===== src/ahct_pkg.sv =====
// Package of constants and types for the acquisition host control block.
package ahct_pkg;

  // Primary register addresses on the parallel bus.
  localparam logic [2:0] A_WIN0  = 3'h0;
  localparam logic [2:0] A_WIN1  = 3'h1;
  localparam logic [2:0] A_INDEX = 3'h2;
  localparam logic [2:0] A_CTRL  = 3'h3;
  localparam logic [2:0] A_STAT  = 3'h4;
  localparam logic [2:0] A_SEQP  = 3'h5;
  localparam logic [2:0] A_ACK   = 3'h6;

  // Secondary register indices reached through the window registers.
  localparam logic [4:0] X_DRAM  = 5'h00;
  localparam logic [4:0] X_INSTR = 5'h08;
  localparam logic [4:0] X_TIMER = 5'h10;
  localparam logic [4:0] X_LIMA  = 5'h11;
  localparam logic [4:0] X_LIMB  = 5'h12;
  localparam logic [4:0] X_MASK  = 5'h13;

  // Control register fields.
  localparam int C_RUN   = 0;
  localparam int C_CAL   = 1;
  localparam int C_SRST  = 2;
  localparam int C_DMA   = 3;
  localparam int C_BYTE  = 4;
  localparam int C_AUTO_INDEX_INCREMENT = 5;

  // Status register fields; mask bit 8+n enables status bit n.
  localparam int S_DRDY  = 0;
  localparam int S_OVRG  = 1;
  localparam int S_ALRM  = 2;
  localparam int S_OVRN  = 3;
  localparam int S_PAUSE = 4;
  localparam int S_RUN_TIME_ERROR  = 5;
  localparam int S_CALIBRATION_COMPLETE  = 6;
  localparam int M_EN_LO = 8;
  localparam int M_POL   = 15;

  // Limit criteria fields and the unused bits that read as ones.
  localparam int K_GT_A = 0;
  localparam int K_GT_B = 1;
  localparam int K_AND  = 2;
  localparam int K_EN_A = 3;
  localparam int K_EN_B = 4;
  localparam logic [15:0] CRIT_ONES = 16'h00E0;

  // Instruction word fields and sequencing modes.
  localparam int I_LAST   = 15;
  localparam int I_LIMIT  = 14;
  localparam int I_MODE_H = 13;
  localparam int I_MODE_L = 11;
  localparam logic [2:0] MODE_TMO   = 3'h2;
  localparam logic [2:0] MODE_PAUSE = 3'h6;

  // Timing counts in internal clock cycles.
  localparam logic [2:0] SRST_CYCLES  = 3'h4;
  localparam int         CAL_CYCLES_D = 8260;

  typedef enum logic [2:0] {
    SQ_IDLE, SQ_FETCH, SQ_PAUSE, SQ_TMO, SQ_CONV, SQ_WAIT
  } ahct_seq_type;

  typedef struct packed {
    logic        ovr;
    logic [15:0] data;
  } ahct_result_type;

  typedef struct packed {
    logic        rst;
    logic        cs_n;
    logic        rd_n;
    logic        wr_n;
    logic [2:0]  addr;
    logic [15:0] data;
  } ahct_pins_type;

endpackage


===== src/ahct_skid2.sv =====
// Two-entry buffer with valid and ready on both sides.
`timescale 1ns/10ps
`default_nettype none
module ahct_skid2 #(
  parameter int W = 17
) (
  input  wire logic         clk_sys,
  input  wire logic         arst_n,
  input  wire logic         in_valid,
  output logic              in_ready,
  input  wire logic [W-1:0] in_data,
  output logic              out_valid,
  input  wire logic         out_ready,
  output logic [W-1:0]      out_data
);

  typedef struct packed {
    logic [W-1:0] e0;
    logic [W-1:0] e1;
    logic         v0;
    logic         v1;
    logic         rdy;
  } ahct_buf_state_type;

  ahct_buf_state_type s;
  ahct_buf_state_type n;

  always_comb begin
    n = s;
    if (s.v0 && out_ready) begin
      n.e0 = s.e1;
      n.v0 = s.v1;
      n.v1 = 1'b0;
    end
    if (in_valid && s.rdy) begin
      if (!n.v0) begin
        n.e0 = in_data;
        n.v0 = 1'b1;
      end else begin
        n.e1 = in_data;
        n.v1 = 1'b1;
      end
    end
    // Ready is registered, so it drops only once both entries hold words.
    n.rdy = !n.v1;
  end

  always_ff @(posedge clk_sys or negedge arst_n) begin
    if (!arst_n) begin
      s <= '{e0: '0, e1: '0, v0: 1'b0, v1: 1'b0, rdy: 1'b1};
    end else begin
      s <= n;
    end
  end

  assign in_ready  = s.rdy;
  assign out_valid = s.v0;
  assign out_data  = s.e0;

endmodule // ahct_skid2
`default_nettype wire


===== src/ahct_top.sv =====
// Host control, sequencing and data transfer logic of the acquisition block.
`timescale 1ns/10ps
`default_nettype none
//
// Function
// Host holds reset at least 10 cycles.
// Reset bit self-clears after 4 cycles.
// Calibrate bit starts calibration, then complete status.
// Calibrate bit stays one until reset.
// Each write with calibrate set recalibrates.
// Both resets clear the same register set.
// Reset keeps converter calibration, clears calibrate bit.
// Run without calibrate flags run-time error.
// Timer preset at index 10h, above 1.
// Timeout mode needs timer above conversion time.
// Host loads sign-extended limits and criteria.
// Status bit 7 ORs enabled conditions.
// Mask bit 15 selects pin polarity, drive.
// Pin active high by default, low in reset.
// Only enabled conditions reach summary and pin.
// Pause before conversion, resume on acknowledge.
// Data ready set; unacknowledged gives overrun.
// DMA mode drives request pin, byte order.
// DMA window reads advance and acknowledge.
// Data ready enable routes sequence end.
// Host never asserts both strobes outside reset.
// Host configures and clears before run.
// Criteria bits pick compare and combine.
// Run loads timer from preset.
// Acknowledge bits clear matching pending status.
module ahct_top
  import ahct_pkg::*;
#(
  parameter int CAL_CYCLES = CAL_CYCLES_D
) (
  input  wire logic            clk_sys,
  input  wire logic            arst_n,
  input  wire logic            dev_reset,
  input  wire logic            bus_cs_n,
  input  wire logic            bus_rd_n,
  input  wire logic            bus_wr_n,
  input  wire logic [2:0]      bus_addr,
  input  wire logic [15:0]     bus_data_in,
  output logic [15:0]          bus_data_out,
  output logic                 bus_data_oe,
  output logic                 int_out,
  output logic                 int_oe,
  output logic                 data_ready,
  output logic                 cal_start,
  output logic                 conv_start,
  output logic [15:0]          conv_cmd,
  input  wire logic            conv_valid,
  output logic                 conv_ready,
  input  wire ahct_result_type conv_result
);

  localparam int CW = $clog2(CAL_CYCLES + 1);

  typedef struct packed {
    ahct_pins_type     s1;
    ahct_pins_type     s2;
    ahct_pins_type     s3;
    ahct_pins_type     pin;
    logic              wr_q;
    logic              rd_q;
    logic [15:0]       index;
    logic [15:0]       ctrl;
    logic [6:0]        status;
    logic [15:0]       mask_crit;
    logic [15:0]       preset;
    logic [15:0]       lim_a;
    logic [15:0]       lim_b;
    logic [7:0][15:0]  instr;
    logic [7:0][15:0]  dram;
    logic [CW-1:0]     cal_cnt;
    logic [2:0]        srst_cnt;
    ahct_seq_type      seq;
    logic [2:0]        op;
    logic [15:0]       timer;
    logic [2:0]        dma_ptr;
    logic [2:0]        dma_last;
    logic              dma_hi;
    logic              dma_pend;
    logic [15:0]       rdata;
    logic              data_oe;
    logic              int_out;
    logic              int_oe;
    logic              drdy;
    logic              conv_start;
    logic              cal_start;
    logic [15:0]       conv_cmd;
  } ahct_state_type;

  ahct_state_type  s;
  ahct_state_type  n;
  ahct_result_type res;
  logic            res_vld;
  logic            res_rdy;
  logic            wr_go;
  logic            rd_go;
  logic            do_clear;
  logic            pause_ack;
  logic            seq_end;
  logic            int_act;
  logic [6:0]      set;
  logic [6:0]      clr;

  ////////////////////////////////////////////////////////////////////////////

  function automatic logic [15:0] sec_rd(input ahct_state_type st);
    logic [4:0] x;
    x = st.index[4:0];
    if (x[4:3] == X_DRAM[4:3]) return st.dram[x[2:0]];
    if (x[4:3] == X_INSTR[4:3]) return st.instr[x[2:0]];
    unique case (x)
      // Preset reads back.
      X_TIMER: return st.preset;
      X_LIMA:  return st.lim_a;
      X_LIMB:  return st.lim_b;
      X_MASK:  return st.mask_crit | CRIT_ONES;
      default: return 16'h0000;
    endcase
  endfunction

  function automatic logic limit_hit(input logic [15:0] d, input ahct_state_type st);
    logic ha;
    logic hb;
    logic [15:0] k;
    k  = st.mask_crit;
    ha = k[K_GT_A] ? ($signed(d) > $signed(st.lim_a)) : ($signed(d) <= $signed(st.lim_a));
    hb = k[K_GT_B] ? ($signed(d) > $signed(st.lim_b)) : ($signed(d) <= $signed(st.lim_b));
    // Criteria combine.
    if (k[K_EN_A] && k[K_EN_B]) return k[K_AND] ? (ha && hb) : (ha || hb);
    return (k[K_EN_A] && ha) || (k[K_EN_B] && hb);
  endfunction

  ////////////////////////////////////////////////////////////////////////////

  always_comb begin
    logic        lo_first;
    logic        take_hi;
    logic        tmo;
    logic [15:0] wd;
    logic [15:0] w;
    n          = s;
    set        = 7'h00;
    clr        = 7'h00;
    pause_ack  = 1'b0;
    seq_end    = 1'b0;
    res_rdy    = 1'b0;
    tmo        = 1'b0;
    lo_first   = 1'b0;
    take_hi    = 1'b0;
    w          = 16'h0000;
    wd         = s.pin.data;
    n.conv_start = 1'b0;
    n.cal_start  = 1'b0;
    // Pins pass three flops; a change counts once the last two agree.
    n.s1  = ahct_pins_type'({dev_reset, bus_cs_n, bus_rd_n, bus_wr_n, bus_addr, bus_data_in});
    n.s2  = s.s1;
    n.s3  = s.s2;
    n.pin = ahct_pins_type'((s.s2 & s.s3) | (s.pin & (s.s2 | s.s3)));
    // Both strobes ignored.
    n.wr_q = !s.pin.cs_n && !s.pin.wr_n && s.pin.rd_n;
    n.rd_q = !s.pin.cs_n && !s.pin.rd_n && s.pin.wr_n;
    wr_go  = n.wr_q && !s.wr_q && !s.pin.rst;
    rd_go  = n.rd_q && !s.rd_q && !s.pin.rst;
    // Summary of enabled conditions.
    // Data ready enable routes.
    int_act = |(s.status & s.mask_crit[M_POL-1:M_EN_LO]);

    // Timer counts while running.
    if (s.seq != SQ_IDLE) begin
      if (s.timer == 16'h0001) begin
        n.timer = s.preset;
        tmo = 1'b1;
      end else if (s.timer != 16'h0000) begin
        n.timer = s.timer - 16'h0001;
      end
    end

    // Calibration duration.
    if (s.cal_cnt != '0) begin
      n.cal_cnt = s.cal_cnt - CW'(1);
      if (s.cal_cnt == CW'(1)) set[S_CALIBRATION_COMPLETE] = 1'b1;
    end
    if (s.srst_cnt != 3'h0) n.srst_cnt = s.srst_cnt - 3'h1;

    if (wr_go) begin
      unique case (s.pin.addr)
        A_INDEX: n.index = wd;
        A_CTRL: begin
          n.ctrl = wd;
          // Calibrate bit sticky.
          n.ctrl[C_CAL] = s.ctrl[C_CAL] | wd[C_CAL];
          // Fresh calibration start.
          if (wd[C_CAL]) begin
            n.cal_start = 1'b1;
            n.cal_cnt   = CW'(CAL_CYCLES);
          end
          // Run without calibration.
          if (wd[C_RUN] && !s.ctrl[C_CAL]) set[S_RUN_TIME_ERROR] = 1'b1;
          // Soft reset countdown.
          if (wd[C_SRST]) n.srst_cnt = SRST_CYCLES;
        end
        A_ACK: begin
          // Acknowledge clears pending.
          clr = wd[6:0];
          pause_ack = wd[S_PAUSE];
        end
        A_WIN0, A_WIN1: begin
          if (s.index[4:3] == X_INSTR[4:3]) n.instr[s.index[2:0]] = wd;
          unique case (s.index[4:0])
            X_TIMER: if (!s.ctrl[C_RUN]) n.preset = wd;
            X_LIMA:  n.lim_a = wd;
            X_LIMB:  n.lim_b = wd;
            X_MASK:  n.mask_crit = wd;
            default: ;
          endcase
          if (s.ctrl[C_AUTO_INDEX_INCREMENT]) n.index = s.index + 16'h0001;
        end
        default: ;
      endcase
    end

    if (rd_go) begin
      unique case (s.pin.addr)
        A_WIN0, A_WIN1: begin
          if (s.ctrl[C_DMA]) begin
            // Byte order select.
            lo_first = s.ctrl[C_BYTE];
            take_hi  = lo_first ? s.dma_hi : !s.dma_hi;
            w        = s.dram[s.dma_ptr];
            n.rdata  = take_hi ? {8'h00, w[15:8]} : {8'h00, w[7:0]};
            n.dma_hi = !s.dma_hi;
            // Self-advance and acknowledge.
            if (s.dma_hi) begin
              n.dma_ptr = s.dma_ptr + 3'h1;
              if (s.dma_ptr == s.dma_last) begin
                n.dma_pend = 1'b0;
                n.dma_ptr  = 3'h0;
                clr[S_DRDY] = 1'b1;
              end
            end
          end else begin
            n.rdata = sec_rd(s);
            if (s.ctrl[C_AUTO_INDEX_INCREMENT]) n.index = s.index + 16'h0001;
          end
        end
        A_INDEX: n.rdata = s.index;
        A_CTRL:  n.rdata = s.ctrl;
        A_STAT:  n.rdata = {8'h00, int_act, s.status};
        A_SEQP:  n.rdata = {12'h000, s.seq != SQ_IDLE, s.op};
        default: n.rdata = 16'h0000;
      endcase
    end

    unique case (s.seq)
      SQ_IDLE: begin
        // Results arriving after a halt are dropped, not left stale.
        res_rdy = 1'b1;
        if (s.ctrl[C_RUN]) begin
          // Load on run entry.
          n.timer = s.preset;
          n.op    = 3'h0;
          n.seq   = SQ_FETCH;
        end
      end
      SQ_FETCH: begin
        if (s.instr[s.op][I_MODE_H:I_MODE_L] == MODE_PAUSE) begin
          // Pause before conversion.
          set[S_PAUSE] = 1'b1;
          n.seq = SQ_PAUSE;
        end else if (s.instr[s.op][I_MODE_H:I_MODE_L] == MODE_TMO) begin
          n.seq = SQ_TMO;
        end else begin
          n.seq = SQ_CONV;
        end
      end
      SQ_PAUSE: if (pause_ack) n.seq = SQ_CONV;
      SQ_TMO:   if (tmo) n.seq = SQ_CONV;
      SQ_CONV: begin
        n.conv_start = 1'b1;
        n.conv_cmd   = s.instr[s.op];
        n.seq        = SQ_WAIT;
      end
      SQ_WAIT: begin
        res_rdy = 1'b1;
        if (res_vld) begin
          n.dram[s.op] = res.data;
          if (res.ovr) set[S_OVRG] = 1'b1;
          if (s.instr[s.op][I_LIMIT] && limit_hit(res.data, s)) set[S_ALRM] = 1'b1;
          seq_end = s.instr[s.op][I_LAST] || (s.op == 3'h7);
          n.seq   = SQ_FETCH;
          n.op    = seq_end ? 3'h0 : s.op + 3'h1;
          if (seq_end) begin
            // Sequence end and overrun.
            set[S_DRDY] = 1'b1;
            if (s.status[S_DRDY] && !clr[S_DRDY]) set[S_OVRN] = 1'b1;
            n.dma_pend = s.ctrl[C_DMA];
            n.dma_ptr  = 3'h0;
            n.dma_hi   = 1'b0;
            n.dma_last = s.op;
          end
        end
      end
      default: n.seq = SQ_IDLE;
    endcase
    if (!s.ctrl[C_RUN]) n.seq = SQ_IDLE;

    // A new event wins over an acknowledge in the same cycle.
    n.status = (s.status & ~clr) | set;

    // Identical reset effect.
    do_clear = s.pin.rst || (s.srst_cnt == 3'h1);
    if (do_clear) begin
      // Calibration data untouched.
      n.index     = 16'h0000;
      n.ctrl      = 16'h0000;
      n.status    = 7'h00;
      n.mask_crit = 16'h0000;
      n.seq       = SQ_IDLE;
      n.op        = 3'h0;
      n.cal_cnt   = '0;
      n.srst_cnt  = 3'h0;
      n.dma_pend  = 1'b0;
      n.dma_ptr   = 3'h0;
      n.dma_hi    = 1'b0;
    end

    // Low during reset.
    if (s.pin.rst) begin
      n.int_out = 1'b0;
      n.int_oe  = 1'b1;
    // Open drain when low active.
    end else if (s.mask_crit[M_POL]) begin
      n.int_out = 1'b0;
      n.int_oe  = int_act;
    end else begin
      // Only enabled conditions.
      n.int_out = int_act;
      n.int_oe  = 1'b1;
    end
    // DMA request pin.
    n.drdy    = s.ctrl[C_DMA] ? s.dma_pend : s.status[S_DRDY];
    n.data_oe = n.rd_q && !s.pin.rst;
  end

  always_ff @(posedge clk_sys or negedge arst_n) begin
    if (!arst_n) begin
      s <= '0;
    end else begin
      s <= n;
    end
  end

  ////////////////////////////////////////////////////////////////////////////

  ahct_skid2 #(.W($bits(ahct_result_type))) u_buf (
    .clk_sys   (clk_sys),
    .arst_n    (arst_n),
    .in_valid  (conv_valid),
    .in_ready  (conv_ready),
    .in_data   (conv_result),
    .out_valid (res_vld),
    .out_ready (res_rdy),
    .out_data  (res)
  );

  assign bus_data_out = s.rdata;
  assign bus_data_oe  = s.data_oe;
  assign int_out      = s.int_out;
  assign int_oe       = s.int_oe;
  assign data_ready   = s.drdy;
  assign cal_start    = s.cal_start;
  assign conv_start   = s.conv_start;
  assign conv_cmd     = s.conv_cmd;

  logic wd_srst;
  assign wd_srst = s.pin.data[C_SRST] && (s.srst_cnt == 3'h0);
endmodule // ahct_top
`default_nettype wire

===== config.mk =====
export PLATFORM = sky130hd
export DESIGN_NAME = ahct_top
export DESIGN_NICKNAME = d
export VERILOG_FILES = /design/src/ahct_pkg.sv /design/src/ahct_skid2.sv /design/src/ahct_top.sv
export SDC_FILE = /design/constraint.sdc
export NUM_CORES = 1
export LEC_CHECK = 0
export BUFFER_PORTS_ARGS = -buffer_cell sky130_fd_sc_hd__buf_2
export CAP_MARGIN = 20
export CORE_MARGIN = 2
export CORE_UTILIZATION = 58
export CTS_CLUSTER_DIAMETER = 120
export DETAILED_ROUTE_END_ITERATION = 6
export PLACE_DENSITY = 0.75
export SETUP_SLACK_MARGIN = 0.1
export SYNTH_ARGS = -nofsm -noshare
export SYNTH_HDL_FRONTEND = slang
export SYNTH_SLANG_ARGS = --single-unit

===== constraint.sdc =====
create_clock -name clk_sys -period 3.1 [get_ports clk_sys]
set_input_delay 0.31 -clock clk_sys [delete_from_list [all_inputs] [get_ports clk_sys]]
set_output_delay 0.31 -clock clk_sys [all_outputs]
set_load 0.01 [all_outputs]

==> qor.csv, run 1 <==
metric;value;unit
fin_crit;2.91;ns
dp_hpwl;56600;µm
power.leakage;14.8;nW
setup_tns;0;ns
layout.cells.non_filler;3161;
grt_pass1_wl;130000;µm
dieArea;50000;µm²
maxCapViolCount;0;
clockBufferDepth;3;
cts-root-buf;clkbuf_16;
placementRows;80;
min_period_over_period;93.7;%
critPathCaptureType;flop;
slew_headroom;33.2;%
r2r-start;s[428];
core-area;47600;µm²
crit_path_start_kind;flop;
arrival;3.38;ns
gp_congestion;0.996;
clkSinkCount;572;
max_freq;344;MHz
vias_per_cell;6.73;
start_util;58.8;%
syn_area_per_cell;11.7;µm²
die_w;224;µm
portBuffers;81;
syn_to_final_growth;13.5;%
die_height;224;µm
synthFlopType;dfrtp_1;
final_max_slew_viol_count;0;
synth-edff-count;0;
wl_per_cell;26.9;µm
antenna_left;0;
cts_max_level;2;
vias;21300;
io-pin-count;82;
ys_types;78;
reg2reg_setup_slack;0.19;ns
yosysSeqAreaShare;51.1;%
hold_class;input pin to asynchronous set/reset pin;
place_inst;3011;
syn_inst;2390;
worst-setup-path-type;flop to flop;
drc;4;
grt_start_max_net_pins;89;
reg2reg_to;bus_data_out[7];
antenna_found_initial;2;
first_iter_violations;2767;
worst_r2r_path_depth;9;
rsz0062_at_grt;false;
path_clk_slew;0.07;ns
cts_tree;built;
finalSetupViolCount;0;
cellPowerDensity;552;nW/µm²
synth_nets;2480;
outcome;finished, violations left;
tightest_slew;0.977;ns
required;3.58;ns
numCtsBuffers;60;
violations;DRC;
drive_above_1_share;25.4;%
max-vdd-ir-drop;446;µV
synth-async-reset-ratio;100;%
cp_max_fo;13;
syn_area;28000;µm²
clk-insertion-delay-late;0.62;ns
wl;85000;µm
hold_viol_final;0;
grt.total_usage;34.3;%
synth-seq-cells;572;
drtPass1Iterations;7;
final_core_util;66.7;%
gr-total-overflow;0;
final_nets;2592;
grt_pass1_vias;21100;
fin_skew;0.0112;ns
nFillCells;3491;
ys_warn_count;0;
diodes;0;
layer usage:
metal / track usage, % / wire [µm] / vias up
li1: - / - / 9074
met2: 51.3 / 38100 / 1237
met5: 0 / 13 / -
met1: 47.4 / 33900 / 10700
met3: 7.91 / 8440 / 247
met4: 17.5 / 4530 / 2
sequential cells by signal (all words and copies together) (netlist names), 16 cells and up:
| name | cells |
|---|---|
| bus_data_out | 16 |
| conv_cmd | 16 |
| n | 46 |
| s | 451 |
| u_buf.out_data | 17 |
| u_buf.s | 18 |
how the worst max path moves through the flow:
| stage | startpoint | endpoint | slack (ns) | cells after the start |
|---|---|---|---|---|
| 2_1_floorplan | s[43] | bus_data_out[2] | 0.30 | 7 |
| 3_3_place_gp | s[429] | bus_data_out[7] | 0.27 | 8 |
| 3_5_place_dp | s[428] | bus_data_out[7] | 0.25 | 8 |
| 4_1_cts | s[429] | bus_data_out[7] | 0.24 | 8 |
| 5_1_grt | s[429] | bus_data_out[8] | 0.12 | 8 |
| 6_report | s[428] | bus_data_out[7] | 0.19 | 9 |
critical path, cell delays in order (launching register included):
cell	delay [ns]
dfrtp_1	0.64
clkinv_1	0.23
ha_1	0.24
nor4bb_2	0.18
buf_4	0.20
buf_4	0.18
a22oi_1	0.31
a31oi_1	0.13
a221oi_1	0.51
o21ai_0	0.15
cell usage in the layout, fill, tap and decap left out, types with 11 or more instances in the layout:
cell | Yosys | final
buf_4 | 32 | 100
nor4_1 | 22 | 21
maj3_1 | 23 | 23
inv_1 | 49 | 49
a21oi_1 | 104 | 104
nand3_1 | 40 | 40
o21ai_0 | 84 | 84
a22o_1 | 30 | 30
mux4_2 | 50 | 50
nand2_1 | 164 | 164
clkbuf_16 | 0 | 61
xor2_1 | 11 | 11
clkbuf_1 | 110 | 13
dlygate4sd3_1 | 0 | 42
nor2_1 | 139 | 139
clkbuf_8 | 0 | 11
buf_12 | 0 | 15
mux2i_1 | 61 | 61
mux2_1 | 70 | 70
nand4_1 | 15 | 15
xnor2_1 | 20 | 20
a22oi_1 | 42 | 42
nor2b_1 | 20 | 20
o22ai_1 | 113 | 113
nor3_1 | 38 | 37
dfrtp_1 | 571 | 568
ha_1 | 47 | 47
mux2_2 | 258 | 258
and3_1 | 12 | 12
buf_2 | 12 | 80
a31oi_1 | 25 | 25
through the flow:
step	setup WS, ns	hold WS (ns)	instance area [µm²]	power [mW]
final	0.194	0.273	31800	17.5
after global routing	0.115	0.315	31800	18.1
after CTS	0.236	0.281	31800	17.5
after detailed placement	0.252	0.335	29400	10.3
after global placement	0.270	0.332	29400	10.2
after floorplan	0.303	0.0144	28000	9.44
kinds of logic (layout without fill, tap and decap cells):
kind of cell	after synthesis	in the layout	share of synthesized area (%)
adders and majority gates	70	70	2.92
muxes	445	445	19.7
buffers and inverters	240	396	3.91
and+or+nand+nor	535	535	9.73
xor gates and xnor gates	31	31	0.970
DFF	572	572	51.1
AOI/OAI and AO/OA	497	497	11.6
layout make-up:
cell class / instances / area [µm²] / area share, %
tap: 615 / 769 / 2.42
multi-input combinational: 1578 / 12600 / 39.8
clock buffer: 85 / 1730 / 5.43
timing repair buffer: 238 / 1890 / 5.94
sequential: 572 / 14300 / 45.1
inverter: 52 / 195 / 0.614
clock inverter: 21 / 248 / 0.779
synth_stat cells, types with 6 or more instances:
library cell / number / share of area [%]
a22oi_1: 42 / 1.1
mux4_2: 50 / 4.0
buf_6: 8 / 0.32
a31oi_1: 25 / 0.56
nor3_1: 38 / 0.68
buf_1: 26 / 0.35
or4_1: 10 / 0.27
and3_1: 12 / 0.27
inv_1: 49 / 0.66
or3_1: 8 / 0.18
nand2_1: 164 / 2.2
mux2_1: 70 / 2.8
o211ai_1: 10 / 0.27
nor2_1: 139 / 1.9
nor4bb_1: 6 / 0.21
a22o_1: 30 / 0.94
clkbuf_1: 110 / 1.5
or2_2: 8 / 0.18
o21ai_0: 84 / 1.5
mux2_2: 258 / 10
a221oi_1: 9 / 0.28
o22ai_1: 113 / 2.5
nand2b_1: 9 / 0.20
nand3_1: 40 / 0.71
nor2b_1: 20 / 0.45
mux2_4: 6 / 0.32
nand3b_1: 7 / 0.19
nor2_8: 8 / 0.57
nor4_1: 22 / 0.49
buf_4: 32 / 0.86
maj3_1: 23 / 0.82
a211oi_1: 10 / 0.27
xor2_1: 11 / 0.34
xnor2_1: 20 / 0.63
ha_1: 47 / 2.1
nand4_1: 15 / 0.34
buf_2: 12 / 0.21
a21oi_1: 104 / 1.9
o22a_1: 9 / 0.28
dfrtp_1: 571 / 51
mux2i_1: 61 / 2.2
a221o_1: 9 / 0.32
o221ai_1: 8 / 0.25
what timing repair did:
action / in CTS / in global routing
hold buffers: 42 / 0
endpoints found under the hold margin: 110 / 0
buffers inserted: 0 / 0
endpoints found under the setup margin: 0 / 2
gates resized for setup: 0 / 2
power by group:
group          internal, mW  switching [mW]
clock                  4.27            3.01
sequential             7.75           0.502
combinational         0.803            1.20
total                  12.8            4.72
(Power assumes the default switching activity.)
==> run 2: changes to the inputs <==
CELL_PAD_IN_SITES_DETAIL_PLACEMENT = 1   (was not set)
CELL_PAD_IN_SITES_GLOBAL_PLACEMENT = 1   (was not set)
CORE_UTILIZATION = 51   (was 58)
GPL_TIMING_DRIVEN = 0   (was not set)
PLACE_DENSITY = 0.8   (was 0.75)
==> qor.csv, run 2 (synthesis results as in run 1) <==
metric;value;unit
final_common_cell;dfrtp_1;
io-pin-count;82;
seq_power_share;44.3;%
rsz0062_at_grt;true;
switching_power;5.08;mW
nFillCells;5477;
hold_class;input pin to asynchronous set/reset pin;
vias;23000;
arrival;3.59;ns
worst_r2r_path_depth;7;
fin_crit;3.09;ns
required;3.60;ns
combPwrFrac;11.9;%
cts_max_level;2;
grt_pass1_vias;24200;
drive_above_1_share;27.6;%
max_freq;324;MHz
first_iter_violations;2839;
die_height;238;µm
dieArea;56800;µm²
crit_path_end;conv_cmd[7];
antenna_left;0;
hold_viol_final;0;
gr-total-overflow;0;
dp_hpwl;72600;µm
clockBufferDepth;3;
drc;2;
worst-setup-path-type;flop to flop;
clk-insertion-delay-late;0.65;ns
final_nets;2707;
numCtsBuffers;59;
violations;DRC;
largest-register;s;
largest_reg_flops;451;
gp_congestion;0.989;
path_clk_slew;0.06;ns
clkSinkCount;572;
stdcell_area;32900;µm²
power.leakage;15.3;nW
core-area;54000;µm²
final_core_util;60.9;%
drtPass1Iterations;7;
tightest_slew;1.07;ns
p_int;13.4;mW
cellPowerDensity;562;nW/µm²
critical_path.startpoint;s[63];
wl_per_cell;32.1;µm
grt.total_usage;37.9;%
vias_per_cell;6.85;
r2r-start;s[63];
start_util;51.8;%
max-vdd-ir-drop;491;µV
syn_to_final_growth;17.6;%
finalSetupViolCount;0;
die_w;238;µm
cp_max_fo;10;
reg2reg_setup_slack;0.01;ns
mostFrequentLayoutCells;dfrtp_1, mux2_2, nand2_1, nor2_1, o22ai_1;
final_max_slew_viol_count;0;
maxCapViolCount;0;
critPathCaptureType;flop;
crit_path_start_kind;flop;
cts-root-buf;clkbuf_16;
grt_pass1_wl;159000;µm
reg2reg_to;conv_cmd[7];
fin_skew;0.0159;ns
swShare;27.4;%
slew_headroom;28.4;%
min_period_over_period;99.7;%
grt_start_max_net_pins;124;
placementRows;85;
cts_tree;built;
placed_cell_area;29500;µm²
antenna_found_initial;7;
outcome;finished, violations left;
portBuffers;81;
p_clk_share;43.8;%
wl;108000;µm
==> run 2: through the flow <==
stage	std cells	TNS, ns	power, mW	worst slack [ns]	hold WS, ns
6_report	3361	0	18.5	0.0104	0.165
5_1_grt	3360	0	19.0	0.0656	0.192
4_1_cts	3328	-0.0696	18.4	-0.0696	0.172
3_5_place_dp	3177	-107.96	10.4	-1.58	0.244
3_3_place_gp	3167	-5747.71	10.2	-9.92	0.333
2_1_floorplan	2390	0	9.44	0.303	0.0144
==> run 2: repair_timing <==
| item | in CTS | in global routing |
|---|---|---|
| endpoints found under the hold margin | 104 | 0 |
| buffers inserted | 5 | 33 |
| gates resized for setup | 151 | 62 |
| pin swaps | 5 | 13 |
| setup endpoints to repair | 366 | 191 |
| hold buffers | 42 | 0 |
==> run 2: power by group through the flow <==
| stage | Sequential [mW] | Combinational (mW) | Clock (mW) |
|---|---|---|---|
| floorplan | 8.10 | 1.33 | 0 |
| global placement | 8.27 | 1.92 | 0 |
| detailed placement | 8.30 | 2.07 | 0 |
| CTS | 8.17 | 2.15 | 8.12 |
| global route | 8.22 | 2.42 | 8.40 |
| finish | 8.20 | 2.20 | 8.11 |
==> run 2: area by class of cell <==
cell class              instances  area (µm²)  share of cell area, %
plain buffers                 183        1100                   3.33
well taps                     696         871                   2.65
clock buffers                  84        1750                   5.32
diodes                          1        2.50                0.00760
repair buffers                171        1320                   4.01
clock inverters                24         430                   1.31
inverters                      52         209                  0.635
multi-input cells            1578       12900                   39.2
flip-flops and latches        572       14300                   43.5
==> run 2: worst min-delay path by stage <==
stage | endpoint | slack [ns] | cells past startpoint
floorplan | bus_data_oe | 0.01 | 0
global placement | n[481] | 0.33 | 0
detailed placement | s[80] | 0.24 | 1
CTS | s[80] | 0.17 | 2
global route | n[490] | 0.19 | 2
finish | s[80] | 0.16 | 2
==> run 2: worst max-delay path, cell delays in order (launching register included) <==
cell and delay [ns]:
dfrtp_1 0.52, clkbuf_2 0.31, clkbuf_2 0.42, buf_2 0.48, clkbuf_2 0.40, a21oi_1 0.14
a311oi_1 0.51, o21ai_0 0.14
==> run 2: metal layers <==
layer	GRT usage (%)	wire length, µm	up-vias
met4	23.9	7310	12
met2	58.1	48800	1385
li1	-	-	9298
met5	0	171	-
met1	49.4	42100	11900
met3	7.99	9630	411
